**config.mk**
```make
export PLATFORM = sky130hd
export DESIGN_NAME = hub_port_config_regs
export DESIGN_NICKNAME = d
export VERILOG_FILES = /design/src/hub_port_cfg_pkg.sv /design/src/hub_port_config_regs.sv
export SDC_FILE = /design/constraint.sdc
export NUM_CORES = 1
export LEC_CHECK = 0
export ABC_AREA = 1
export BUFFER_PORTS_ARGS = -buffer_cell sky130_fd_sc_hd__buf_2
export CELL_PAD_IN_SITES_DETAIL_PLACEMENT = 1
export CELL_PAD_IN_SITES_GLOBAL_PLACEMENT = 1
export CORE_UTILIZATION = 40
export DETAILED_ROUTE_END_ITERATION = 8
export PLACE_DENSITY = 0.75
export SYNTH_ARGS = -nofsm -noshare
export SYNTH_HDL_FRONTEND = slang
export SYNTH_SLANG_ARGS = --single-unit
export TNS_END_PERCENT = 10
```
**constraint.sdc**
```tcl
create_clock -name core_clk -period 2.4 [get_ports core_clk]
set_clock_uncertainty 0.2 [all_clocks]
set_input_delay 0.24 -clock core_clk [delete_from_list [all_inputs] [get_ports core_clk]]
set_output_delay 0.24 -clock core_clk [all_outputs]
set_load 0.05 [all_outputs]
```
**src/hub_port_cfg_pkg.sv**
```systemverilog
// constants for the hub per-port configuration register bank
package hub_port_cfg_pkg;
	localparam int PORT_COUNT = 4;
	localparam logic [7:0] CHARGE_SUPPORT_ENABLE_OFFSET = 8'h06;
	localparam logic [7:0] PORT_REMOVABLE_CONFIG_OFFSET = 8'h07;
	localparam logic [7:0] PORT_IN_USE_CONFIG_OFFSET = 8'h08;
	localparam int FIELD_LSB = 0;
	localparam int FIELD_MSB = 3;
	localparam logic [3:0] RESERVED_READ_VALUE = 4'h0;
	localparam logic [3:0] FIELD_RESET_VALUE = 4'h0;
	localparam logic [7:0] UNMAPPED_READ_VALUE = 8'h00;
	// edges after reset release before the third strap stage holds a sampled value
	localparam logic [1:0] STRAP_FILL_CYCLES = 2'h3;
	localparam logic [1:0] FILL_COUNT_RESET = 2'h0;

	typedef enum logic [1:0] {
		ST_FILL = 2'b00,
		ST_SETTLE = 2'b01,
		ST_RUN = 2'b11
	} strap_state_t;
endpackage

```
**src/hub_port_config_regs.sv**
```systemverilog
// per-port charging, removable and port-in-use configuration registers
`timescale 1ns/1ps
`default_nettype none

module hub_port_config_regs
	import hub_port_cfg_pkg::*;
#(
	parameter int PORTS = PORT_COUNT
) (
	// clock and reset
	input wire logic core_clk,
	input wire logic rst,
	// strap pins, asynchronous to core_clk
	input wire logic [PORTS-1:0] power_on_charge_strap,
	input wire logic [PORTS-1:0] amber_led_removable_strap,
	input wire logic [PORTS-1:0] green_led_port_enable_strap,
	// configuration access from the eeprom loader or smbus slave
	input wire logic cfg_mode_en,
	input wire logic [7:0] cfg_addr,
	input wire logic cfg_wr,
	input wire logic [7:0] cfg_wdata,
	input wire logic cfg_rd,
	output logic [7:0] cfg_rdata,
	// configuration towards the port logic
	output logic [PORTS-1:0] charge_port_enable,
	output logic [PORTS-1:0] port_removable,
	output logic [PORTS-1:0] port_in_use,
	output logic straps_loaded
);

	// stage one is read only by stage two; stages two and three decide settling
	logic [PORTS-1:0] chg_s1;
	logic [PORTS-1:0] chg_s2;
	logic [PORTS-1:0] chg_s3;
	logic [PORTS-1:0] rmb_s1;
	logic [PORTS-1:0] rmb_s2;
	logic [PORTS-1:0] rmb_s3;
	logic [PORTS-1:0] use_s1;
	logic [PORTS-1:0] use_s2;
	logic [PORTS-1:0] use_s3;
	strap_state_t state;
	logic [1:0] fill_count;
	logic fill_done;
	logic chg_stable;
	logic rmb_stable;
	logic use_stable;
	logic straps_stable;
	logic capture;
	logic wr_ok;
	logic wr_charge;
	logic wr_removable;
	logic wr_in_use;
	logic [PORTS-1:0] next_charge_enable;
	logic [7:0] next_rdata;

	// power-on charge straps
	always_ff @(posedge core_clk or posedge rst) begin
		if (rst) begin
			chg_s1 <= '0;
			chg_s2 <= '0;
			chg_s3 <= '0;
		end else begin
			chg_s1 <= power_on_charge_strap;
			chg_s2 <= chg_s1;
			chg_s3 <= chg_s2;
		end
	end

	// amber-led removable straps
	always_ff @(posedge core_clk or posedge rst) begin
		if (rst) begin
			rmb_s1 <= '0;
			rmb_s2 <= '0;
			rmb_s3 <= '0;
		end else begin
			rmb_s1 <= amber_led_removable_strap;
			rmb_s2 <= rmb_s1;
			rmb_s3 <= rmb_s2;
		end
	end

	// green-led port-enable straps
	always_ff @(posedge core_clk or posedge rst) begin
		if (rst) begin
			use_s1 <= '0;
			use_s2 <= '0;
			use_s3 <= '0;
		end else begin
			use_s1 <= green_led_port_enable_strap;
			use_s2 <= use_s1;
			use_s3 <= use_s2;
		end
	end

	// a group counts as settled once its second and third stages agree
	assign chg_stable = (chg_s2 == chg_s3);
	assign rmb_stable = (rmb_s2 == rmb_s3);
	assign use_stable = (use_s2 == use_s3);
	assign straps_stable = chg_stable && rmb_stable && use_stable;
	assign fill_done = (fill_count == STRAP_FILL_CYCLES - 2'h1);
	assign capture = (state == ST_SETTLE) && straps_stable;
	// writes before capture would be lost to the strap load, so they are refused
	assign wr_ok = cfg_wr && cfg_mode_en && (state == ST_RUN);
	assign wr_charge = wr_ok && (cfg_addr == CHARGE_SUPPORT_ENABLE_OFFSET);
	assign wr_removable = wr_ok && (cfg_addr == PORT_REMOVABLE_CONFIG_OFFSET);
	assign wr_in_use = wr_ok && (cfg_addr == PORT_IN_USE_CONFIG_OFFSET);

	// the mask uses the in-use field as it stands before this edge
	always_comb begin
		next_charge_enable = (charge_port_enable & ~port_in_use)
			| (cfg_wdata[PORTS-1:0] & port_in_use);
	end

	// counts the edges that fill the synchroniser stages after reset release
	always_ff @(posedge core_clk or posedge rst) begin
		if (rst) begin
			fill_count <= FILL_COUNT_RESET;
		end else if (state == ST_FILL) begin
			fill_count <= fill_count + 2'h1;
		end
	end

	// one-shot strap capture after reset release
	always_ff @(posedge core_clk or posedge rst) begin
		if (rst) begin
			state <= ST_FILL;
		end else begin
			unique case (state)
				ST_FILL: begin
					if (fill_done) begin
						state <= ST_SETTLE;
					end
				end
				ST_SETTLE: begin
					if (straps_stable) begin
						state <= ST_RUN;
					end
				end
				ST_RUN: begin
					state <= ST_RUN;
				end
				default: begin
					state <= ST_FILL;
				end
			endcase
		end
	end

	always_ff @(posedge core_clk or posedge rst) begin
		if (rst) begin
			straps_loaded <= 1'b0;
		end else if (capture) begin
			straps_loaded <= 1'b1;
		end
	end

	// charge support: strap default, then writes limited to ports in use
	always_ff @(posedge core_clk or posedge rst) begin
		if (rst) begin
			charge_port_enable <= FIELD_RESET_VALUE[PORTS-1:0];
		end else if (capture) begin
			charge_port_enable <= chg_s3;
		end else if (wr_charge) begin
			charge_port_enable <= next_charge_enable;
		end
	end

	always_ff @(posedge core_clk or posedge rst) begin
		if (rst) begin
			port_removable <= FIELD_RESET_VALUE[PORTS-1:0];
		end else if (capture) begin
			port_removable <= rmb_s3;
		end else if (wr_removable) begin
			port_removable <= cfg_wdata[PORTS-1:0];
		end
	end

	always_ff @(posedge core_clk or posedge rst) begin
		if (rst) begin
			port_in_use <= FIELD_RESET_VALUE[PORTS-1:0];
		end else if (capture) begin
			port_in_use <= use_s3;
		end else if (wr_in_use) begin
			port_in_use <= cfg_wdata[PORTS-1:0];
		end
	end

	// read data: field in the low nibble, upper bits forced to zero
	always_comb begin
		next_rdata = UNMAPPED_READ_VALUE;
		unique case (cfg_addr)
			CHARGE_SUPPORT_ENABLE_OFFSET: begin
				next_rdata = {RESERVED_READ_VALUE, charge_port_enable};
			end
			PORT_REMOVABLE_CONFIG_OFFSET: begin
				next_rdata = {RESERVED_READ_VALUE, port_removable};
			end
			PORT_IN_USE_CONFIG_OFFSET: begin
				next_rdata = {RESERVED_READ_VALUE, port_in_use};
			end
			default: begin
				next_rdata = UNMAPPED_READ_VALUE;
			end
		endcase
	end

	always_ff @(posedge core_clk or posedge rst) begin
		if (rst) begin
			cfg_rdata <= UNMAPPED_READ_VALUE;
		end else if (cfg_rd) begin
			cfg_rdata <= next_rdata;
		end
	end

endmodule

`default_nettype wire

```
==> qor.csv, run 1 <==
stage;metric;value;unit
cts;clk_pin_slew;0.06;ns
global_route;grt_max_degree;34;
detailed_routing;detail-route-antenna-nets;0;
sta;finalHoldViolCount;0;
floorplan;fp.dieW;79.0;um
logic_synthesis;synth_top_area_frac;0.602;
floorplan;rows;27;
sta;fmax;0.552;GHz
run_status;status;completed;
cells_and_area;syn_to_final_growth;28.6;%
sta;fin_crit;1.81;ns
placement;placed_cell_area;0.00267;mm^2
logic_synthesis;synth_cell_types;25;
sta;fin_setup_tns;0;ns
cts;root_buffer;clkbuf_8;
cts;cts.sinks;57;
floorplan;die_y;79.0;um
placement;placed_cells;361;
critical_path;critPathLaunchType;register;
logic_synthesis;synthFlopType;dfrtp_1;
critical_path;critPathRequiredTime;2.41;ns
detailed_routing;drt-total-wl;5.01;mm
logic_synthesis;yosysWarningCount;0;
critical_path;rr_worst_depth;8;
floorplan;start_util;0.423;
sta;setup_viol;0;
sta;holdWs;0.140;ns
critical_path;criticalPathCategory;reg -> reg;
detailed_routing;viasPerCell;4.81;
floorplan;dieArea;0.00624;mm^2
cts;cts_setup_buffers;0;
global_route;grt_antenna_before_repair;0;
cts;cts_tree;built;
pwr;powerDensity;682;mW/mm^2
cts;cts_buffers;9;
cells_and_area;nets;352;
floorplan;coreArea;0.00561;mm^2
logic_synthesis;synth_edf_count;0;
pwr;p_comb_frac;0.083;
logic_synthesis;synthTopCellsByArea;dfrtp_1 (60%), nand3_1 (9.5%), nand2_1 (8.1%);
sta;max_slew_margin;0.655;
logic_synthesis;synth_cells;247;
pwr;internal_power;1.60;mW
logic_synthesis;synthArstFlopShare;1.00;
cells_and_area;final_core_util;0.543;
cells_and_area;fin_area;0.00305;mm^2
global_route;grt_usage;0.191;
detailed_routing;routed-via-count;1897;
cells_and_area;drive_above_1_share;0.230;
floorplan;ioPinCount;54;
global_route;gr-total-overflow;0;
pwr;power_frac_seq;0.492;
critical_path;endpoint_kind;register;
worst_hold_path;hp-class;reg -> reg;
placement;dpl.hpwl;3.57;mm
logic_synthesis;netlist_area;0.00237;mm^2
logic_synthesis;ys_seq_area_frac;0.602;
logic_synthesis;avgSynthCellArea;9.59;um^2
cts;cts_max_level;3;
placement;routabilityCongestion;0.781;
cts;clk_latency;0.33;ns
cells_and_area;fin_cells;394;
global_route;grt_pass1_vias;1960;
detailed_routing;firstDrtPassIters;4;
critical_path;critPathMaxFanout;25;
worst_hold_path;hold_path_depth;0;
detailed_routing;wl_per_cell;12.7;um
sta;slew_violations;0;
cells_and_area;fill_cells;679;
global_route;grt_pass1_wl;8.88;mm
sta;tightest_slew;0.516;ns
detailed_routing;route.detailed.drc;0;
pwr;switching_share;0.233;
logic_synthesis;yosys.cell_count.top_type;dfrtp_1;
cells_and_area;diodes;0;
logic_synthesis;synth_largest_area_cell;dfrtp_1;
pwr;p_switching;0.484;mW
pwr;p_leak;1.49;nW
logic_synthesis;ys_seq_elements;57;
sta;rsz0062_at_grt;false;
pwr;ir_worst_vdd;0.000449;V
detailed_routing;drtIter0Drc;68;
flow_run;maxCapViolations;0;
cts;clockBufferDepth;2;
sta;finalCritPeriodShare;0.755;
logic_synthesis;synth.cells.most_frequent;dfrtp_1 (57), nand2_1 (51), nand3_1 (45), inv_1 (23);
critical_path;critPathArrivalTime;1.82;ns
pwr;p_clk_frac;0.424;
placement;port-buffer-count;45;
==> stage by stage <==
| stage | power, mW | setup slack [ns] |
|---|---|---|
| final | 2.08 | 0.588 |
| after CTS | 2.12 | 0.582 |
| after global placement | 1.19 | 0.665 |
| after global routing | 2.17 | 0.359 |
| after floorplan | 1.14 | 0.560 |
| after detailed placement | 1.19 | 0.592 |
==> cell usage in the layout, fill, tap and decap left out <==
master         count
and3_1             1
nor4_4             1
buf_2             45
inv_2              5
clkinv_1           1
conb_1             4
a21oi_1            2
nor2_4             1
inv_1             22
nor2_1            17
buf_12             1
xnor2_1            4
buf_4              5
xor2_1             1
nand2_1           51
ha_1               1
clkbuf_1           2
dlygate4sd3_1     18
nor2_2             1
nand3_1           45
nor3_2             1
nor3_1             1
clkbuf_8          11
o21ai_1            4
bufinv_16          1
nand3_4            1
clkinvlp_4         1
dfrtp_1           57
nand4_1           17
==> kinds of logic after synthesis <==
kind of cell    count (synthesis)  share of synthesized area
buf+inv                        40                     0.0797
other cells                     1                    0.00158
compound gates                  6                     0.0127
simple gates                  137                      0.280
flops                          57                      0.602
fa+ha+maj                       1                    0.00528
xor+xnor                        5                     0.0185
==> cell type report <==
type / instances / area, um^2 / share of cell area
Tap cell: 72 / 90.1 / 0.0296
Sequential cell: 57 / 1430 / 0.468
Multi-Input combinational cell: 153 / 766 / 0.251
Clock inverter: 2 / 37.5 / 0.0123
Inverter: 28 / 105 / 0.0345
Clock buffer: 13 / 159 / 0.0522
Timing Repair Buffer: 69 / 463 / 0.152
==> worst paths after layout <==
check                                    start                       endpoint  slack [ns]
setup / recovery           rmb_s3[0]$_DFF_PP0_  port_removable[3]$_DFFE_PP0P_        0.59
hold / removal             rmb_s1[1]$_DFF_PP0_            rmb_s2[1]$_DFF_PP0_        0.14
setup reg to reg           rmb_s3[0]$_DFF_PP0_  port_removable[3]$_DFFE_PP0P_        0.59
hold reg to reg            rmb_s1[1]$_DFF_PP0_            rmb_s2[1]$_DFF_PP0_        0.14
max in group asynchronous                  rst     port_in_use[2]$_DFFE_PP0P_        1.16
min in group asynchronous                  rst            use_s1[2]$_DFF_PP0_        0.29
==> sequential cells by signal, summed over array words and instances (netlist names), named ones only <==
name	count
chg_s3	4
use_s3	4
rmb_s1	4
fill_count	2
chg_s2	4
cfg_rdata	4
port_in_use	4
rmb_s3	4
use_s1	4
chg_s1	4
port_removable	4
use_s2	4
rmb_s2	4
state	2
straps_loaded	1
==> routing by layer <==
layer	share of wire	vias to the layer above	GRT usage
met4	0.019	0	0.0818
met2	0.48	51	0.310
met3	0.054	9	0.0655
li1	-	938	-
met1	0.45	899	0.230
met5	0	-	0
==> critical path: stages (launching register included) <==
cell     delay [ns]
dfrtp_1        0.40
nor2_1         0.14
nor2_1         0.07
nor2_1         0.09
nand2_1        0.09
nor2_4         0.19
nand3_4        0.27
nand3_1        0.16
nand3_1        0.08
==> power groups by stage <==
stage          Sequential (mW)  Combinational [mW]  Clock [mW]
6_report                  1.02               0.174       0.882
2_1_floorplan             1.06              0.0797           0
3_5_place_dp              1.04               0.153           0
3_3_place_gp              1.04               0.148           0
4_1_cts                   1.02               0.176       0.917
5_1_grt                   1.03               0.193       0.951
==> what timing repair did <==
item                                   CTS  global route
resized for setup                        0             0
endpoints found under the hold margin   48             0
hold buffers                            18             0
Note: power is estimated with default switching activity, not from simulation.
==> run 2, diff against run 1 <==
ABC_AREA = 0   (was 1)
CORE_UTILIZATION = 39   (was 40)
PLACE_DENSITY = 0.72   (was 0.75)
clock period = 1.6 ns   (was 2.4 ns; I/O delays follow)
==> run 2 against run 1 <==
Compared with the run above:
- the flow now finishes with violations (negative setup slack)
- register-to-register slack worse by 0.96 ns
- global-route usage up 0.082 points
- utilization up 3.4 points
- cell count down 17%
- critical path depth down 3
- combinational power up 51%
- largest cell class unchanged
==> qor.csv, run 2 <==
stage;metric;value;unit;change
sta;fin_ws;-0.374;ns;-0.962 ns
detailed_routing;wl_per_cell;15.9;um;+25%
global_route;grt_antenna_before_repair;0;;unchanged
pwr;p_leak;1.62;nW;+8.6%
detailed_routing;route.detailed.drc;0;;unchanged
logic_synthesis;synthArstFlopShare;1.00;;unchanged
global_route;grt_usage;0.192;;+0.000820
critical_path;cp_slowest_cell;nor4_2;;
flow_run;maxCapViolations;0;;unchanged
pwr;finalPower;3.41;mW;+64%
worst_hold_path;hold_path_depth;3;;+3
cts;clk_latency;0.33;ns;about the same
cells_and_area;drive_above_1_share;0.461;;+0.231
worst_hold_path;hp-class;in -> reg;;
global_route;grt_pass1_vias;1783;;-9.0%
pwr;powerDensity;1060;mW/mm^2;+55%
floorplan;fp.dieW;78.5;um;-0.54%
critical_path;rr_worst_depth;5;;-3
logic_synthesis;synthTopCellsByArea;dfrtp_1 (62%), mux2_4 (6.6%), xor2_1 (4.6%);;
floorplan;coreArea;0.00557;mm^2;-0.60%
global_route;grt_pass1_wl;8.63;mm;-2.9%
logic_synthesis;ys_seq_elements;57;;unchanged
sta;fmax;0.506;GHz;-8.2%
critical_path;cp-startpoint;chg_s2[3]$_DFF_PP0_;;
global_route;gr-total-overflow;0;;unchanged
run_status;status;complete, but fails checks;;
floorplan;dieArea;0.00617;mm^2;-1.1%
global_route;grt_max_degree;40;;+18%
cells_and_area;fin_area;0.00322;mm^2;+5.5%
placement;port-buffer-count;45;;unchanged
cells_and_area;syn_to_final_growth;40.7;%;
critical_path;criticalPathCategory;reg -> reg;;
critical_path;worst_path_largest_cell_delay;0.41;ns;about the same
sta;rsz0062_at_grt;true;;
detailed_routing;drt-total-wl;5.18;mm;+3.3%
cells_and_area;nets;283;;-20%
cells_and_area;fin_cells;326;;-17%
cts;cts_max_level;3;;unchanged
critical_path;path_cells;xor2_1, nor4_2, nand4_2, buf_6, mux2_4;;
critical_path;endpoint_kind;register;;
cts;clockBufferDepth;2;;unchanged
sta;slew_violations;0;;unchanged
cells_and_area;layout_commonest_cell;dfrtp_1;;
floorplan;ioPinCount;54;;unchanged
logic_synthesis;ys_seq_area_frac;0.624;;+0.0224
logic_synthesis;synth_largest_area_cell;dfrtp_1;;
critical_path;critPathRequiredTime;1.61;ns;-0.80 ns
detailed_routing;viasPerCell;4.75;;-1.4%
cts;root_buffer;clkbuf_8;;
worst_hold_path;hold_path_end;port_removable[1]$_DFFE_PP0P_;;
logic_synthesis;yosysWarningCount;0;;unchanged
cts;clk_pin_slew;0.06;ns;about the same
placement;placed_cell_area;0.00276;mm^2;+3.5%
cells_and_area;final_cell_mix;dfrtp_1 (57), buf_2 (45), buf_4 (29);;
run_status;failed_checks;negative setup slack;;
cells_and_area;fill_cells;569;;-16%
logic_synthesis;avgSynthCellArea;15.0;um^2;+57%
logic_synthesis;synth_cells;152;;-38%
worst_hold_path;holdCritStartpoint;cfg_wdata[1];;
logic_synthesis;synth_cell_types;34;;+36%
logic_synthesis;synth.cells.most_frequent;dfrtp_1 (57), xor2_1 (12), mux2_4 (10), mux2_1 (8), inv_1 (7);;
placement;routabilityCongestion;0.764;;-2.2%
critical_path;critPathMaxFanout;6;;-76%
floorplan;start_util;0.410;;-0.0127
logic_synthesis;synth_top_area_frac;0.624;;+0.0224
floorplan;rows;27;;unchanged
critical_path;critPathLaunchType;register;;
logic_synthesis;netlist_area;0.00228;mm^2;-3.6%
logic_synthesis;synthFlopType;dfrtp_1;;
placement;placed_cells;290;;-20%
cts;cts.sinks;57;;unchanged
floorplan;die_y;78.5;um;-0.54%
critical_path;r2r_slack;-0.37;ns;-0.96 ns
critical_path;critPathArrivalTime;1.98;ns;+0.16 ns
sta;holdWs;0.0124;ns;-0.127 ns
sta;fin_crit;1.97;ns;+0.162 ns
logic_synthesis;synth_edf_count;0;;unchanged
critical_path;reg2reg_from;chg_s2[3]$_DFF_PP0_;;
sta;finalHoldViolCount;0;;unchanged
cts;cts_buffers;9;;unchanged
detailed_routing;routed-via-count;1548;;-18%
placement;dpl.hpwl;3.65;mm;+2.0%
cells_and_area;diodes;0;;unchanged
sta;setup_viol;14;;+14
cts;cts_tree;built;;
detailed_routing;firstDrtPassIters;4;;unchanged
detailed_routing;drtIter0Drc;53;;-22%
detailed_routing;detail-route-antenna-nets;0;;unchanged
logic_synthesis;yosys.cell_count.top_type;dfrtp_1;;
pwr;ir_worst_vdd;0.00109;V;+140%
sta;finalCritPeriodShare;1.23;;+0.479
-- run 2: worst max-delay path by stage --
stage,end,slack [ns]
after floorplan,port_in_use[3]$_DFFE_PP0P_,-0.28
after global placement,port_removable[0]$_DFFE_PP0P_,-0.30
after detailed placement,port_removable[3]$_DFFE_PP0P_,-0.34
after CTS,register,-0.33
after global routing,register,-0.47
final,register,-0.37
-- run 2: final cells by class --
type	count	area, um^2	area share
clock inverter	5	103	0.0319
multi-input combinational	83	803	0.250
sequential	57	1430	0.444
tap	72	90.1	0.0280
timing repair buffer	91	626	0.195
inverter	7	26.3	0.00817
clock buffer	11	141	0.0440
-- run 2: critical path, delay by kind of cell, from the launching register on --
family                 cells  cell delay (ns)
multiplexers               1             0.31
buffers and inverters      1             0.18
AND/OR/NAND/NOR            2             0.60
XOR/XNOR                   1             0.17
flip-flops                 1             0.39
-- run 2: where the power goes --
part	switching (mW)	internal (mW)
registers	0.0312	1.49
logic	0.140	0.123
clock network	0.544	1.07
-- run 2: logic make-up after synthesis --
group,Yosys count,share of synthesized area
buffers and inverters,15,0.0361
other,1,0.00164
flip-flops,57,0.624
AO/OA/AOI/OAI,17,0.0548
AND/OR/NAND/NOR,24,0.0931
adder cells (fa/ha/maj),1,0.00548
XOR/XNOR,13,0.0498
multiplexers,24,0.135
-- run 2: routing by layer --
metal / vias up / GRT usage / wire length (um)
li1: 724 / - / -
met1: 760 / 0.196 / 2000
met2: 53 / 0.357 / 2850
met3: 11 / 0.0523 / 216
met4: 0 / 0.0926 / 114
met5: - / 0 / 0
-- run 2: what timing repair did --
action | CTS | global route
gates resized for setup | 3 | 2
hold buffers | 14 | 0
setup endpoints to repair | 14 | 14
cloned | 0 | 0
hold endpoints to repair | 73 | 0
buffers inserted | 3 | 3
pin swaps | 4 | 4
-- run 2: stage by stage --
| stage | worst slack [ns] | utilization | TNS (ns) |
|---|---|---|---|
| after floorplan | -0.281 | - | -12.08 |
| after global placement | -0.302 | 0.496 | -3.56 |
| after detailed placement | -0.343 | 0.496 | -4.10 |
| after CTS | -0.333 | 0.570 | -3.81 |
| after global routing | -0.468 | 0.577 | -5.81 |
| final | -0.374 | 0.577 | -4.32 |
==> run 3, diff against run 2 <==
CORE_UTILIZATION = 43   (was 39)
PLACE_DENSITY = 0.76   (was 0.72)
SLEW_MARGIN = 10   (was not set)
clock period = 1.9 ns   (was 1.6 ns; I/O delays follow)
==> run 3 against run 2 <==
Compared with the run above:
- the run still ends with negative setup slack left
- sequential power decreased by 16%
- power decreased by 24%
- register-to-register slack improved by 0.31 ns
- design area decreased by 6.0%
- cell count decreased by 7.1%
- first-iteration DRC count decreased by 28%
- clock power decreased by 33%
- largest cell class unchanged
==> qor.csv, run 3 (same netlist as run 2, synthesis figures left out) <==
stage;metric;value;unit;change
flow_run;maxCapViolations;0;;unchanged
floorplan;start_util;0.447;;+0.0375
pwr;p_leak;1.49;nW;-7.9%
cells_and_area;drive_above_1_share;0.408;;-0.0529
critical_path;critPathMaxFanout;6;;unchanged
cells_and_area;layout_commonest_cell;dfrtp_1;;
sta;slew_violations;0;;unchanged
placement;post-place-ws;-0.0935;ns;+0.250 ns
placement;placed_cell_area;0.00265;mm^2;-4.2%
cells_and_area;final_core_util;0.592;;+0.0152
cells_and_area;fin_area;0.00302;mm^2;-6.0%
pwr;internal_power;2.01;mW;-25%
pwr;switching_share;0.221;;+0.0113
floorplan;ioPinCount;54;;unchanged
sta;holdWs;0.0416;ns;+0.0292 ns
floorplan;die_y;74.9;um;-4.6%
pwr;p_clk_frac;0.425;;-0.050
cells_and_area;fin_cells;303;;-7.1%
critical_path;criticalPathCategory;reg -> reg;;
run_status;status;complete, but fails checks;;
cts;clk_latency;0.32;ns;about the same
sta;fin_ws;-0.0642;ns;+0.310 ns
detailed_routing;route.detailed.drc;0;;unchanged
critical_path;critPathRequiredTime;1.90;ns;+0.29 ns
pwr;p_switching;0.570;mW;-20%
detailed_routing;drtIter0Drc;38;;-28%
cells_and_area;nets;263;;-7.1%
pwr;powerDensity;852;mW/mm^2;-20%
detailed_routing;wl_per_cell;15.3;um;-3.5%
sta;setup_viol;12;;-2
cells_and_area;final_cell_mix;dfrtp_1 (57), buf_2 (45), dlygate4sd3_1 (14);;
sta;finalHoldViolCount;0;;unchanged
global_route;grt_usage;0.191;;-0.00110
cts;cts_tree;built;;
sta;finalCritPeriodShare;1.03;;-0.200
pwr;power_frac_seq;0.499;;+0.051
critical_path;endpoint_kind;register;;
sta;fmax;0.509;GHz;+0.52%
run_status;failed_checks;negative setup slack;;
global_route;grt_max_degree;58;;+45%
cts;clk_pin_slew;0.06;ns;about the same
detailed_routing;detail-route-antenna-nets;0;;unchanged
cts;cts.sinks;57;;unchanged
floorplan;dieArea;0.00561;mm^2;-9.1%
placement;dpl.hpwl;3.36;mm;-7.9%
floorplan;coreArea;0.00511;mm^2;-8.4%
critical_path;critPathArrivalTime;1.97;ns;about the same
cells_and_area;syn_to_final_growth;32.4;%;
floorplan;fp.dieW;74.9;um;-4.6%
global_route;grt_pass1_wl;7.38;mm;-14%
sta;rsz0062_at_grt;true;;
global_route;grt_pass1_vias;1579;;-11%
pwr;p_comb_frac;0.076;;about the same
placement;port-buffer-count;45;;unchanged
cells_and_area;diodes;0;;unchanged
detailed_routing;firstDrtPassIters;4;;unchanged
critical_path;rr_worst_depth;6;;+1
pwr;ir_worst_vdd;0.000530;V;-51%
critical_path;cp-startpoint;rmb_s2[0]$_DFF_PP0_;;
global_route;grt_antenna_before_repair;0;;unchanged
detailed_routing;drt-total-wl;4.64;mm;-10%
cts;root_buffer;clkbuf_8;;
critical_path;reg2reg_from;rmb_s2[0]$_DFF_PP0_;;
cts;clockBufferDepth;2;;unchanged
worst_hold_path;holdCritStartpoint;cfg_wdata[2];;
cells_and_area;fill_cells;530;;-6.9%
pwr;finalPower;2.58;mW;-24%
worst_hold_path;hp-class;in -> reg;;
cts;cts_buffers;9;;unchanged
placement;placed_cells;273;;-5.9%
cts;cts_max_level;3;;unchanged
worst_hold_path;hold_path_depth;3;;unchanged
global_route;gr-total-overflow;0;;unchanged
detailed_routing;routed-via-count;1460;;-5.7%
detailed_routing;viasPerCell;4.82;;+1.5%
sta;fin_crit;1.96;ns;-0.0102 ns
critical_path;critPathLaunchType;register;;
floorplan;rows;26;;-3.7%
placement;routabilityCongestion;0.805;;+5.5%
sta;fin_setup_tns;-0.611;ns;+3.71 ns
[run 3: cell count changes in the layout (fill, tap and decap cells not counted)]
cell / previous run / this run
a21boi_0: 0 / 1
a21boi_1: 1 / 0
buf_4: 29 / 9
bufinv_16: 3 / 1
clkbuf_8: 10 / 11
clkinv_2: 1 / 2
clkinvlp_4: 1 / 0
nand4_2: 1 / 0
nand4_4: 1 / 2
nor4_2: 2 / 1
nor4_4: 2 / 3
xor2_1: 11 / 12
xor2_2: 1 / 0
[run 3: critical path, cell delays in order, from the launching register on]
cell and delay, ns:
dfrtp_1 0.39, xor2_1 0.17, nor4_2 0.31, buf_4 0.19, nand4_4 0.12, buf_6 0.17
mux2_4 0.29
[run 3: worst paths after layout]
| path | endpoint | slack [ns] |
|---|---|---|
| max in group asynchronous | asynchronous set/reset pin | 0.97 |
| min | register | 0.04 |
| min reg2reg | chg_s2[1]$_DFF_PP0_ | 0.15 |
| min in group asynchronous | rmb_s1[1]$_DFF_PP0_ | 0.27 |
| max | register | -0.06 |
| max reg2reg | register | -0.06 |
[run 3: repair_timing]
| action | 4_1_cts | 5_1_grt |
|---|---|---|
| pin swaps | 1 | 2 |
| resized for setup | 3 | 2 |
| hold buffers | 14 | 0 |
| buffers inserted | 1 | 0 |
| endpoints found under the setup margin | 12 | 12 |
| endpoints found under the hold margin | 73 | 0 |
[run 3: layout make-up]
| class | count | area (um^2) | area share |
|---|---|---|---|
| clock inverters | 3 | 40.0 | 0.0132 |
| well taps | 70 | 87.6 | 0.0290 |
| multi-input cells | 83 | 813 | 0.269 |
| flip-flops and latches | 57 | 1430 | 0.472 |
| clock buffers | 12 | 155 | 0.0513 |
| inverters | 7 | 26.3 | 0.00869 |
| repair buffers | 71 | 475 | 0.157 |
[run 3: per-layer routing]
| metal | global-route usage | wire length, um | up-vias |
|---|---|---|---|
| li1 | - | - | 682 |
| met1 | 0.199 | 1820 | 710 |
| met2 | 0.340 | 2450 | 55 |
| met3 | 0.0589 | 242 | 13 |
| met4 | 0.107 | 131 | 0 |
| met5 | 0 | 0 | - |
[run 3: power by group through the flow]
stage / combinational, mW / clock, mW / sequential [mW]
after floorplan: 0.0904 / 0 / 1.31
after global placement: 0.158 / 0 / 1.30
after detailed placement: 0.165 / 0 / 1.31
after CTS: 0.191 / 1.14 / 1.29
after global routing: 0.213 / 1.20 / 1.29
final: 0.197 / 1.09 / 1.29
